[src/verilog/fam_pkg.sv]
// constants, register map and field layouts for the flash address map block
package fam_pkg;
    // ----------------------------------------------------------------
    // cpu map windows
    // ----------------------------------------------------------------
    localparam logic [15:0] FAM_WIN_LO_BASE  = 16'h4000;
    localparam logic [15:0] FAM_WIN_PG_BASE  = 16'h8000;
    localparam logic [15:0] FAM_WIN_HI_BASE  = 16'hC000;
    localparam logic [1:0]  FAM_WIN_BOTTOM   = 2'h1;
    localparam logic [1:0]  FAM_WIN_PAGED    = 2'h2;
    localparam logic [1:0]  FAM_WIN_TOP      = 2'h3;
    localparam logic [7:0]  FAM_PAGE_BOTTOM  = 8'h3E;
    localparam logic [7:0]  FAM_PAGE_TOP     = 8'h3F;
    localparam logic [16:0] FAM_ARR_BOTTOM   = 17'h18000;
    localparam logic [16:0] FAM_ARR_TOP      = 17'h1C000;
    localparam logic [13:0] FAM_WIN_MASK     = 14'h3FFF;
    // array geometry: 512 rows of 64 bytes, sector of 8 rows
    localparam int          FAM_ROWS         = 512;
    localparam int          FAM_ROW_BYTES    = 64;
    localparam int          FAM_SECTOR_ROWS  = 8;
    localparam int          FAM_ROW_LSB      = 6;
    localparam int          FAM_SECTOR_LSB   = 9;
    // ----------------------------------------------------------------
    // configuration field
    // ----------------------------------------------------------------
    localparam logic [15:0] FAM_KEY_FIRST    = 16'hFF00;
    localparam logic [15:0] FAM_KEY_LAST     = 16'hFF07;
    localparam logic [15:0] FAM_PROT_BYTE    = 16'hFF0D;
    localparam logic [15:0] FAM_SEC_BYTE     = 16'hFF0F;
    // ----------------------------------------------------------------
    // region limits, indexed by the two size-select bits
    // ----------------------------------------------------------------
    localparam logic [13:0] FAM_LOW_END0     = 14'h03FF;
    localparam logic [13:0] FAM_LOW_END1     = 14'h07FF;
    localparam logic [13:0] FAM_LOW_END2     = 14'h0FFF;
    localparam logic [13:0] FAM_LOW_END3     = 14'h1FFF;
    localparam logic [13:0] FAM_HIGH_BEG0    = 14'h3800;
    localparam logic [13:0] FAM_HIGH_BEG1    = 14'h3000;
    localparam logic [13:0] FAM_HIGH_BEG2    = 14'h2000;
    localparam logic [13:0] FAM_HIGH_BEG3    = 14'h0000;
    // ----------------------------------------------------------------
    // register indices (word offsets of the module, paddr[5:2]), 16 registers
    // ----------------------------------------------------------------
    localparam logic [3:0]  FAM_REG_CLKDIV   = 4'h0;
    localparam logic [3:0]  FAM_REG_SEC      = 4'h1;
    localparam logic [3:0]  FAM_REG_RSVD1    = 4'h2;
    localparam logic [3:0]  FAM_REG_CFG      = 4'h3;
    localparam logic [3:0]  FAM_REG_PROT     = 4'h4;
    localparam logic [3:0]  FAM_REG_PAGE     = 4'h8;
    localparam logic [3:0]  FAM_REG_QADDR    = 4'h9;
    localparam logic [3:0]  FAM_REG_QRES     = 4'hA;
    localparam int          FAM_REG_COUNT    = 16;
    // ----------------------------------------------------------------
    // protection register fields, clkdiv and config write masks
    // ----------------------------------------------------------------
    localparam int          FAM_PROT_OPEN    = 7;
    localparam int          FAM_PROT_HDIS    = 5;
    localparam int          FAM_PROT_HS      = 3;
    localparam int          FAM_PROT_LDIS    = 2;
    localparam int          FAM_PROT_LS      = 0;
    localparam logic [7:0]  FAM_CLKDIV_WMASK = 8'h7F;
    localparam int          FAM_CLKDIV_LOAD  = 7;
    localparam logic [7:0]  FAM_CFG_WMASK    = 8'hE0;
    // query result fields
    localparam int          FAM_QR_HIT       = 0;
    localparam int          FAM_QR_VALID     = 1;
    localparam int          FAM_QR_KEY       = 2;
    localparam int          FAM_QR_CFGP      = 3;
    localparam int          FAM_QR_CFGS      = 4;
    localparam logic [7:0]  FAM_ZERO8        = 8'h00;
    localparam logic [31:0] FAM_ZERO32       = 32'h0000_0000;

    typedef enum logic [2:0] {
        FAM_IDLE   = 3'b001,
        FAM_ACCESS = 3'b010,
        FAM_DONE   = 3'b100
    } fam_apb_state_t;
endpackage

[src/verilog/fam_decode_if.sv]
// carrier between the top and the address decoder
interface fam_decode_if;
    import fam_pkg::*;
    logic [15:0] cpuAddr;
    logic [7:0]  pageSel;
    logic [7:0]  protection;
    logic [1:0]  window;
    logic [16:0] arrayAddr;
    logic        lowHit;
    logic        highHit;
    logic        protHit;
    logic        keyHit;
    logic        cfgProtHit;
    logic        cfgSecHit;
    modport top (output cpuAddr, output pageSel, output protection, input window,
                 input arrayAddr, input lowHit, input highHit, input protHit,
                 input keyHit, input cfgProtHit, input cfgSecHit);
    modport dec (input cpuAddr, input pageSel, input protection, output window,
                 output arrayAddr, output lowHit, output highHit, output protHit,
                 output keyHit, output cfgProtHit, output cfgSecHit);
endinterface

[src/verilog/fam_decode.sv]
// combinational window, page and protection-region decoder
module fam_decode
    import fam_pkg::*;
(
    fam_decode_if.dec dif
);
    // size-select decode for the low region; highBeg serves the high region
    function automatic logic [13:0] lowEnd(input logic [1:0] sel);
        unique case (sel)
            2'h0: lowEnd = FAM_LOW_END0;
            2'h1: lowEnd = FAM_LOW_END1;
            2'h2: lowEnd = FAM_LOW_END2;
            2'h3: lowEnd = FAM_LOW_END3;
        endcase
    endfunction

    function automatic logic [13:0] highBeg(input logic [1:0] sel);
        unique case (sel)
            2'h0: highBeg = FAM_HIGH_BEG0;
            2'h1: highBeg = FAM_HIGH_BEG1;
            2'h2: highBeg = FAM_HIGH_BEG2;
            2'h3: highBeg = FAM_HIGH_BEG3;
        endcase
    endfunction

    logic [13:0] offs;
    logic [7:0]  page;
    logic        isBottom;
    logic        isTop;

    // window select and physical page
    always_comb begin
        offs = dif.cpuAddr[13:0] & FAM_WIN_MASK;
        dif.window = (dif.cpuAddr >= FAM_WIN_LO_BASE) ? dif.cpuAddr[15:14] : 2'h0;
        unique case (dif.window)
            FAM_WIN_BOTTOM: page = FAM_PAGE_BOTTOM;
            FAM_WIN_TOP:    page = FAM_PAGE_TOP;
            FAM_WIN_PAGED:  page = dif.pageSel;
            default:        page = FAM_ZERO8;
        endcase
        // paged aliases of 0x3E/0x3F fall out of the same page compare
        isBottom = (dif.window != 2'h0) && (page == FAM_PAGE_BOTTOM);
        isTop    = (dif.window != 2'h0) && (page == FAM_PAGE_TOP);
        // 32K array: only the two top pages exist, others read unmapped
        dif.arrayAddr = isBottom ? (FAM_ARR_BOTTOM | {3'h0, offs}) :
                        isTop    ? (FAM_ARR_TOP | {3'h0, offs}) : 17'h0;
        // regions are in-page offsets so aliases share the same limits
        dif.lowHit  = isBottom && !dif.protection[FAM_PROT_LDIS]
                      && (offs <= lowEnd(dif.protection[FAM_PROT_LS +: 2]));
        dif.highHit = isTop && !dif.protection[FAM_PROT_HDIS]
                      && (offs >= highBeg(dif.protection[FAM_PROT_HS +: 2]));
        // open bit clear protects every array byte, low/high regions included
        dif.protHit = (isBottom || isTop) &&
                      (dif.lowHit || dif.highHit || !dif.protection[FAM_PROT_OPEN]);
        // config field lives in the top page, so a paged alias hits it too
        dif.keyHit     = isTop && (offs >= FAM_KEY_FIRST[13:0])
                         && (offs <= FAM_KEY_LAST[13:0]);
        dif.cfgProtHit = isTop && (offs == FAM_PROT_BYTE[13:0]);
        dif.cfgSecHit  = isTop && (offs == FAM_SEC_BYTE[13:0]);
    end
endmodule

[src/verilog/fam_regs.sv]
// sixteen byte-wide control and status registers
module fam_regs
    import fam_pkg::*;
(
    input  wire logic       clk,
    input  wire logic       reset_n,
    input  wire logic       wrEn,
    input  wire logic [3:0] wrIdx,
    input  wire logic [7:0] wrData,
    input  wire logic [3:0] rdIdx,
    output logic      [7:0] rdData_ff,
    output logic      [7:0] protection,
    output logic      [7:0] pageSel
);
    logic [7:0] regs_ff     [FAM_REG_COUNT];
    logic [7:0] nxt_regs    [FAM_REG_COUNT];
    logic [7:0] nxt_rdData;

    // one generate slot per byte register, write lands on its own index
    for (genvar i = 0; i < FAM_REG_COUNT; i++) begin : g_reg
        always_comb begin
            nxt_regs[i] = regs_ff[i];
            if (wrEn && (wrIdx == 4'(i))) begin
                nxt_regs[i] = wrData;
            end
        end
        always_ff @(posedge clk) begin
            if (!reset_n) begin
                regs_ff[i] <= FAM_ZERO8;
            end else begin
                regs_ff[i] <= nxt_regs[i];
            end
        end
    end

    // registered read port, mux by index
    always_comb begin
        nxt_rdData = regs_ff[rdIdx];
    end

    always_ff @(posedge clk) begin
        if (!reset_n) begin
            rdData_ff <= FAM_ZERO8;
        end else begin
            rdData_ff <= nxt_rdData;
        end
    end

    assign protection = regs_ff[FAM_REG_PROT];
    assign pageSel    = regs_ff[FAM_REG_PAGE];
endmodule

[src/verilog/fam_flash_map.sv]
// apb-reached address map and protection decode for the 32K flash array
// ----------------------------------------------------------------
// Overview of operation
// cpu addresses 0x4000..0xFFFF form three 16K flash windows
// window 0x8000..0xBFFF uses page_select to pick the physical page
// page_select 0x3E/0x3F aliases the fixed bottom/top page
// 0x4000 window is page 0x3E, 0xC000 window is page 0x3F
// protection open bit cleared protects the whole array at once
// low, high and remaining areas are each protectable
// low area may stay writable while the rest is protected (here open bit clear protects the low area too)
// config bytes 0xFF00..0xFF07 hold the backdoor key
// protection defaults at 0xFF0D, security at 0xFF0F
// sixteen byte registers at module offsets 0x0..0xF (here at word-aligned offsets 0x00..0x3C)
// low region ends 0x43FF..0x5FFF, high begins 0xF800..0xC000
// array is 512 rows of 64 bytes, eight-row sectors
// program or erase target in protected region flags a hit
// ----------------------------------------------------------------
//
// Decided for this implementation: the APB interface to the registers.
module fam_flash_map
    import fam_pkg::*;
(
    input  wire logic        clk,
    input  wire logic        reset_n,
    input  wire logic        psel,
    input  wire logic        penable,
    input  wire logic        pwrite,
    input  wire logic [31:0] paddr,
    input  wire logic [31:0] pwdata,
    input  wire logic [3:0]  pstrb,
    output logic      [31:0] prdata,
    output logic             pready,
    output logic             pslverr,
    input  wire logic [15:0] pgmAddr,
    input  wire logic        pgmReq,
    output logic             protHit_ff,
    output logic      [16:0] pgmArrayAddr_ff,
    output logic      [8:0]  pgmRow_ff,
    output logic      [5:0]  pgmSector_ff
);
    // ----------------------------------------------------------------
    // apb slave
    // ----------------------------------------------------------------
    fam_apb_state_t state_ff;
    fam_apb_state_t nxt_state;
    logic [31:0]    prdata_ff;
    logic [31:0]    nxt_prdata;
    logic           pready_ff;
    logic           nxt_pready;
    logic           pslverr_ff;
    logic           nxt_pslverr;
    logic           mapped;
    logic [3:0]     regIdx;
    logic           regWr;
    logic [7:0]     regRd;
    logic [7:0]     protection;
    logic [7:0]     pageSel;
    logic [15:0]    qAddr_ff;
    logic [15:0]    nxt_qAddr;
    logic [7:0]     qRes_ff;
    logic [7:0]     nxt_qRes;
    logic [7:0]     wrByte;

    // only word-aligned offsets 0x00..0x3C decode; everything else errors
    always_comb begin
        regIdx = paddr[5:2];
        mapped = (paddr[31:6] == 26'h0) && (paddr[1:0] == 2'h0);
        wrByte = pwdata[7:0];
    end

    // two-cycle answer: access phase is taken, answer lands next edge
    always_comb begin
        nxt_state   = state_ff;
        nxt_pready  = 1'b0;
        nxt_pslverr = 1'b0;
        nxt_prdata  = prdata_ff;
        regWr       = 1'b0;
        unique case (state_ff)
            FAM_IDLE: begin
                if (psel && penable) begin
                    nxt_state = FAM_ACCESS;
                end
            end
            FAM_ACCESS: begin
                nxt_state   = FAM_DONE;
                nxt_pready  = 1'b1;
                nxt_pslverr = !mapped;
                regWr       = mapped && pwrite && pstrb[0];
                if (!pwrite) begin
                    nxt_prdata = mapped ? {24'h0, regRd} : FAM_ZERO32;
                end
            end
            FAM_DONE: begin
                nxt_state = FAM_IDLE;
            end
        endcase
    end

    always_ff @(posedge clk) begin
        if (!reset_n) begin
            state_ff   <= FAM_IDLE;
            pready_ff  <= 1'b0;
            pslverr_ff <= 1'b0;
            prdata_ff  <= FAM_ZERO32;
        end else begin
            state_ff   <= nxt_state;
            pready_ff  <= nxt_pready;
            pslverr_ff <= nxt_pslverr;
            prdata_ff  <= nxt_prdata;
        end
    end

    assign prdata  = prdata_ff;
    assign pready  = pready_ff;
    assign pslverr = pslverr_ff;

    // ----------------------------------------------------------------
    // register file
    // ----------------------------------------------------------------
    logic [7:0] rdByte_ff;
    logic [7:0] wrMasked;

    // security and reserved slots read zero; query slots are served from live state here
    always_comb begin
        unique case (regIdx)
            FAM_REG_SEC:   regRd = FAM_ZERO8;
            FAM_REG_RSVD1: regRd = FAM_ZERO8;
            FAM_REG_QADDR: regRd = qAddr_ff[7:0];
            FAM_REG_QRES:  regRd = qRes_ff;
            default:       regRd = rdByte_ff;
        endcase
        unique case (regIdx)
            FAM_REG_CLKDIV: wrMasked = (wrByte & FAM_CLKDIV_WMASK)
                                       | (8'h1 << FAM_CLKDIV_LOAD);
            FAM_REG_CFG:    wrMasked = wrByte & FAM_CFG_WMASK;
            default:        wrMasked = wrByte;
        endcase
    end

    fam_regs u_regs (
        .clk        (clk),
        .reset_n    (reset_n),
        .wrEn       (regWr && (regIdx != FAM_REG_SEC) && (regIdx != FAM_REG_RSVD1)),
        .wrIdx      (regIdx),
        .wrData     (wrMasked),
        .rdIdx      (regIdx),
        .rdData_ff  (rdByte_ff),
        .protection (protection),
        .pageSel    (pageSel)
    );

    // ----------------------------------------------------------------
    // software address query: qAddr write, qRes read
    // ----------------------------------------------------------------
    fam_decode_if qif ();
    fam_decode_if pif ();

    // query address takes both bytes when pstrb[1] is set, else only the low byte
    always_comb begin
        nxt_qAddr = qAddr_ff;
        if (regWr && (regIdx == FAM_REG_QADDR)) begin
            nxt_qAddr = pstrb[1] ? pwdata[15:0] : {qAddr_ff[15:8], wrByte};
        end
        nxt_qRes = FAM_ZERO8;
        nxt_qRes[FAM_QR_HIT]   = qif.protHit;
        nxt_qRes[FAM_QR_VALID] = (qif.window != 2'h0);
        nxt_qRes[FAM_QR_KEY]   = qif.keyHit;
        nxt_qRes[FAM_QR_CFGP]  = qif.cfgProtHit;
        nxt_qRes[FAM_QR_CFGS]  = qif.cfgSecHit;
    end

    always_ff @(posedge clk) begin
        if (!reset_n) begin
            qAddr_ff <= 16'h0;
            qRes_ff  <= FAM_ZERO8;
        end else begin
            qAddr_ff <= nxt_qAddr;
            qRes_ff  <= nxt_qRes;
        end
    end

    assign qif.cpuAddr    = qAddr_ff;
    assign qif.pageSel    = pageSel;
    assign qif.protection = protection;

    fam_decode u_qdec (
        .dif (qif.dec)
    );

    // ----------------------------------------------------------------
    // sequencer-side target check
    // ----------------------------------------------------------------
    logic        nxt_protHit;
    logic [16:0] nxt_pgmArrayAddr;
    logic [8:0]  nxt_pgmRow;
    logic [5:0]  nxt_pgmSector;

    assign pif.cpuAddr    = pgmAddr;
    assign pif.pageSel    = pageSel;
    assign pif.protection = protection;

    fam_decode u_pdec (
        .dif (pif.dec)
    );

    // a target outside the array counts as protected so it is rejected
    always_comb begin
        // no array address means below the windows or a page the array lacks
        nxt_protHit      = pgmReq && (pif.protHit || (pif.arrayAddr == 17'h0));
        nxt_pgmArrayAddr = pif.arrayAddr;
        nxt_pgmRow       = pif.arrayAddr[FAM_ROW_LSB +: 9];
        nxt_pgmSector    = pif.arrayAddr[FAM_SECTOR_LSB +: 6];
    end

    always_ff @(posedge clk) begin
        if (!reset_n) begin
            protHit_ff      <= 1'b0;
            pgmArrayAddr_ff <= 17'h0;
            pgmRow_ff       <= 9'h0;
            pgmSector_ff    <= 6'h0;
        end else begin
            protHit_ff      <= nxt_protHit;
            pgmArrayAddr_ff <= nxt_pgmArrayAddr;
            pgmRow_ff       <= nxt_pgmRow;
            pgmSector_ff    <= nxt_pgmSector;
        end
    end

    // ----------------------------------------------------------------
    // checks
    // ----------------------------------------------------------------
    fixed_bottom_a: assert property (@(posedge clk) disable iff (!reset_n)
        (pgmAddr[15:14] == FAM_WIN_BOTTOM) |=>
        (pgmArrayAddr_ff[16:14] == FAM_ARR_BOTTOM[16:14]))
        else $error("bottom window not mapped to bottom page");
    fixed_top_a: assert property (@(posedge clk) disable iff (!reset_n)
        (pgmAddr[15:14] == FAM_WIN_TOP) |=> (pgmArrayAddr_ff[16:14] == FAM_ARR_TOP[16:14]))
        else $error("top window not mapped to top page");
    paged_alias_a: assert property (@(posedge clk) disable iff (!reset_n)
        (pgmAddr[15:14] == FAM_WIN_PAGED && pageSel == FAM_PAGE_TOP) |=>
        (pgmArrayAddr_ff[16:14] == FAM_ARR_TOP[16:14]))
        else $error("paged alias of top page wrong");
    global_prot_a: assert property (@(posedge clk) disable iff (!reset_n)
        (pgmReq && !protection[FAM_PROT_OPEN]) |=> protHit_ff)
        else $error("global protection did not block target");
    low_open_a: assert property (@(posedge clk) disable iff (!reset_n)
        (pgmReq && pgmAddr == FAM_WIN_LO_BASE && protection[FAM_PROT_LDIS]
         && protection[FAM_PROT_OPEN]) |=> !protHit_ff)
        else $error("open low area flagged as protected");
    unmapped_a: assert property (@(posedge clk) disable iff (!reset_n)
        (pgmReq && pgmAddr < FAM_WIN_LO_BASE) |=> protHit_ff)
        else $error("target below flash window accepted");
    apb_ready_a: assert property (@(posedge clk) disable iff (!reset_n)
        (psel && penable && state_ff == FAM_IDLE) |=> ##1 pready_ff)
        else $error("apb answer not two cycles after access");
    no_hit_idle_a: assert property (@(posedge clk) disable iff (!reset_n)
        !pgmReq |=> !protHit_ff)
        else $error("protected hit without request");
endmodule

[config.mk]
export PLATFORM = sky130hd
export DESIGN_NAME = fam_flash_map
export DESIGN_NICKNAME = d
export VERILOG_FILES = /design/src/verilog/fam_pkg.sv /design/src/verilog/fam_decode_if.sv /design/src/verilog/fam_decode.sv /design/src/verilog/fam_regs.sv /design/src/verilog/fam_flash_map.sv
export SDC_FILE = /design/constraint.sdc
export NUM_CORES = 1
export LEC_CHECK = 0
export BUFFER_PORTS_ARGS = -buffer_cell sky130_fd_sc_hd__clkbuf_2
export CELL_PAD_IN_SITES_DETAIL_PLACEMENT = 1
export CELL_PAD_IN_SITES_GLOBAL_PLACEMENT = 2
export CORE_MARGIN = 2
export CORE_UTILIZATION = 40
export CTS_CLUSTER_SIZE = 16
export DETAILED_ROUTE_END_ITERATION = 7
export GPL_TIMING_DRIVEN = 1
export PLACE_DENSITY = 0.88
export SYNTH_ARGS = -nofsm -noshare
export SYNTH_HDL_FRONTEND = slang
export SYNTH_HIERARCHICAL = 1
export SYNTH_SLANG_ARGS = --single-unit
[constraint.sdc]
create_clock -name clk -period 5.9 [get_ports clk]
set_clock_uncertainty 0.15 [all_clocks]
set_input_delay 1.18 -clock clk [delete_from_list [all_inputs] [get_ports clk]]
set_output_delay 1.18 -clock clk [all_outputs]
set_load 0.02 [all_outputs]
==> reports/qor.txt <==
CTS buffer count -> 17
Mapped Area -> 9430 um2
Port bufs -> 114
Drt wl/cell -> 19.4 um
Final hold vios -> 0
RSZ-0062 raised after global routing -> no
Final Non-Filler Cells -> 1249
Area occupied by multi-input gates -> 4080 um2
Total gr overflow -> 0
Data arrival, critical path -> 3900 ps
Synth warnings -> 6
# diodes -> 0
Crit. End Element -> flop
Final instance area -> 10700 um2
P_leak -> 0.00439 uW
Die X -> 158 um
Period utilization -> 68.0%
Least-Margin Pin Slew -> 1200 ps
Clk Latency, worst-skew pair -> 430 ps
CTS max path bufs -> 2
Initial antenna violation count -> 1
Post-CTS Setup Bufs -> 0
Post-DR vias/cell -> 5.20
Slew Viols, Final -> 0
Area Overhead vs Synth -> 14.0%
Setup ws final -> 1890 ps
Clk sinks -> 188
Max IR drop VDD -> 0.000168 V
Critical path class -> in -> reg
Detailed placement HPWL -> 16900 um
Largest net degree at the start of global routing -> 82
Core Util, Final -> 46.1%
Hold-fix buffers, CTS -> 0
Htree depth -> 4
Max FO, Critical Path -> 22
Post-CTS sizing -> 0
CP startpoint -> paddr[3]
Initial Util -> 40.4%
Reg area -> 4880 um2
P per Cell Area -> 263 nW/um2
CTS tree -> done
GP Congestion -> 0.869
Drt drc -> 0
DP Area -> 10100 um2
Reg2reg setup slack -> 2650 ps
DIE HEIGHT -> 158 um
Hold Path Class -> reg -> reg
Core area -> 23300 um2
FF-to-FF path depth -> 6
DR vias -> 6498
Die area -> 24800 um2
Reg clk slew, reported paths -> 60 ps
Share of cells above drive strength 1 -> 21.3%
Pre-CTS setup slack -> 1500 ps
I/O pin total -> 157
Total track usage -> 20.0%
Setup_tns -> 0 ps
Filler instances -> 2543
Rel. slew slack -> 19.5%
Setup crit start kind -> input pin
Routed Antenna Nets -> 0
End of the critical path -> u_regs/regs_ff[9][1]
Crit path required time -> 5780 ps
Worst R2R Start -> state_ff[0]
Max-cap violations -> 0
R2R Path End -> u_regs/regs_ff[9][1]
Final setup vio count -> 0
First-iteration detailed-routing DRC count -> 452
Final WL -> 24300 um
Rows -> 56
Tmin final -> 4010 ps
Placed insts -> 1216
FMAX -> 249 MHz
Syn Inst Count -> 820
Syn avg cell area -> 11.5 um2
Vias in the first global route -> 6613
Nets -> 1019
Root Buffer -> clkbuf_16
DRT Pass-1 Iters -> 5
Status -> finished, final reports clean
First-pass GRT wire length -> 37100 um
[metal layers]
layer	wire (um)	vias to the layer above	global-route usage [%]	share of wire (%)
met5	0	-	0	0
met4	462	0	5.89	1.9
met3	958	26	3.08	3.9
met2	11900	176	34.8	49
met1	10900	3228	25.7	45
li1	-	3068	-	-
[area by class of cell]
class / instances / area share, %
Tap cell: 319 / 3.71
Timing Repair Buffer: 138 / 7.02
Clock buffer: 22 / 4.81
Sequential cell: 188 / 45.4
Inverter: 10 / 0.349
Multi-Input combinational cell: 562 / 38.0
Clock inverter: 10 / 0.675
[critical path: stages]
cell	delay (ps)
clkbuf_2	340
xnor2_1	580
nor3_1	110
nor4_1	220
buf_4	240
nand3b_1	210
o21ai_0	1010
[how the worst min path moves through the flow]
stage | start | endpoint | slack [ps] | depth (start not counted)
2_1_floorplan | qAddr_ff[8] | qAddr_ff[8] | 290 | 2
3_3_place_gp | qAddr_ff[9] | qAddr_ff[9] | 320 | 2
3_5_place_dp | qAddr_ff[9] | qAddr_ff[9] | 330 | 2
4_1_cts | qAddr_ff[9] | qAddr_ff[9] | 340 | 2
5_1_grt | qAddr_ff[8] | qAddr_ff[8] | 360 | 2
6_report | qAddr_ff[8] | qAddr_ff[8] | 340 | 2
[through the flow]
step | total power (uW) | hold slack [ps]
after floorplan | 1630 | 293
after global placement | 1710 | 317
after detailed placement | 1720 | 326
after CTS | 2850 | 342
after global routing | 2920 | 361
final | 2820 | 336
[layout by cell type, fill, tap and decap left out, types with 3 or more instances in the layout]
cell	instances
a211oi_1	10
a21o_1	4
a21oi_1	5
a22oi_1	21
and2_1	150
buf_4	23
clkbuf_16	19
clkbuf_2	112
clkbuf_8	3
clkinv_2	3
conb_1	24
dfxtp_1	76
edfxtp_1	112
ha_1	12
inv_1	7
inv_2	3
inv_6	3
mux2i_1	74
mux4_1	10
mux4_2	4
nand2_1	63
nand2b_1	5
nand3_1	5
nand4_1	7
nand4b_1	4
nor2_1	31
nor2b_1	33
nor3_1	5
nor4_1	8
nor4_2	5
nor4_4	3
o21a_1	12
o21ai_0	24
o22ai_1	6
[state kept, by name, summed over array words and instances (netlist names), 3 cells and up]
| register | flops |
|---|---|
| pgmArrayAddr_ff | 17 |
| prdata | 8 |
| qAddr_ff | 16 |
| qRes_ff | 5 |
| state_ff | 3 |
| u_regs/rdData_ff | 8 |
| u_regs/regs_ff | 128 |
[report_power, final]
group          total (uW)  leakage, uW  internal [uW]  switching, uW
logic                 252      0.00232           87.9            164
clock network        1140     0.000294            628            508
registers            1440      0.00178           1420           13.0
No activity file was read; power rests on OpenSTA's default activity.
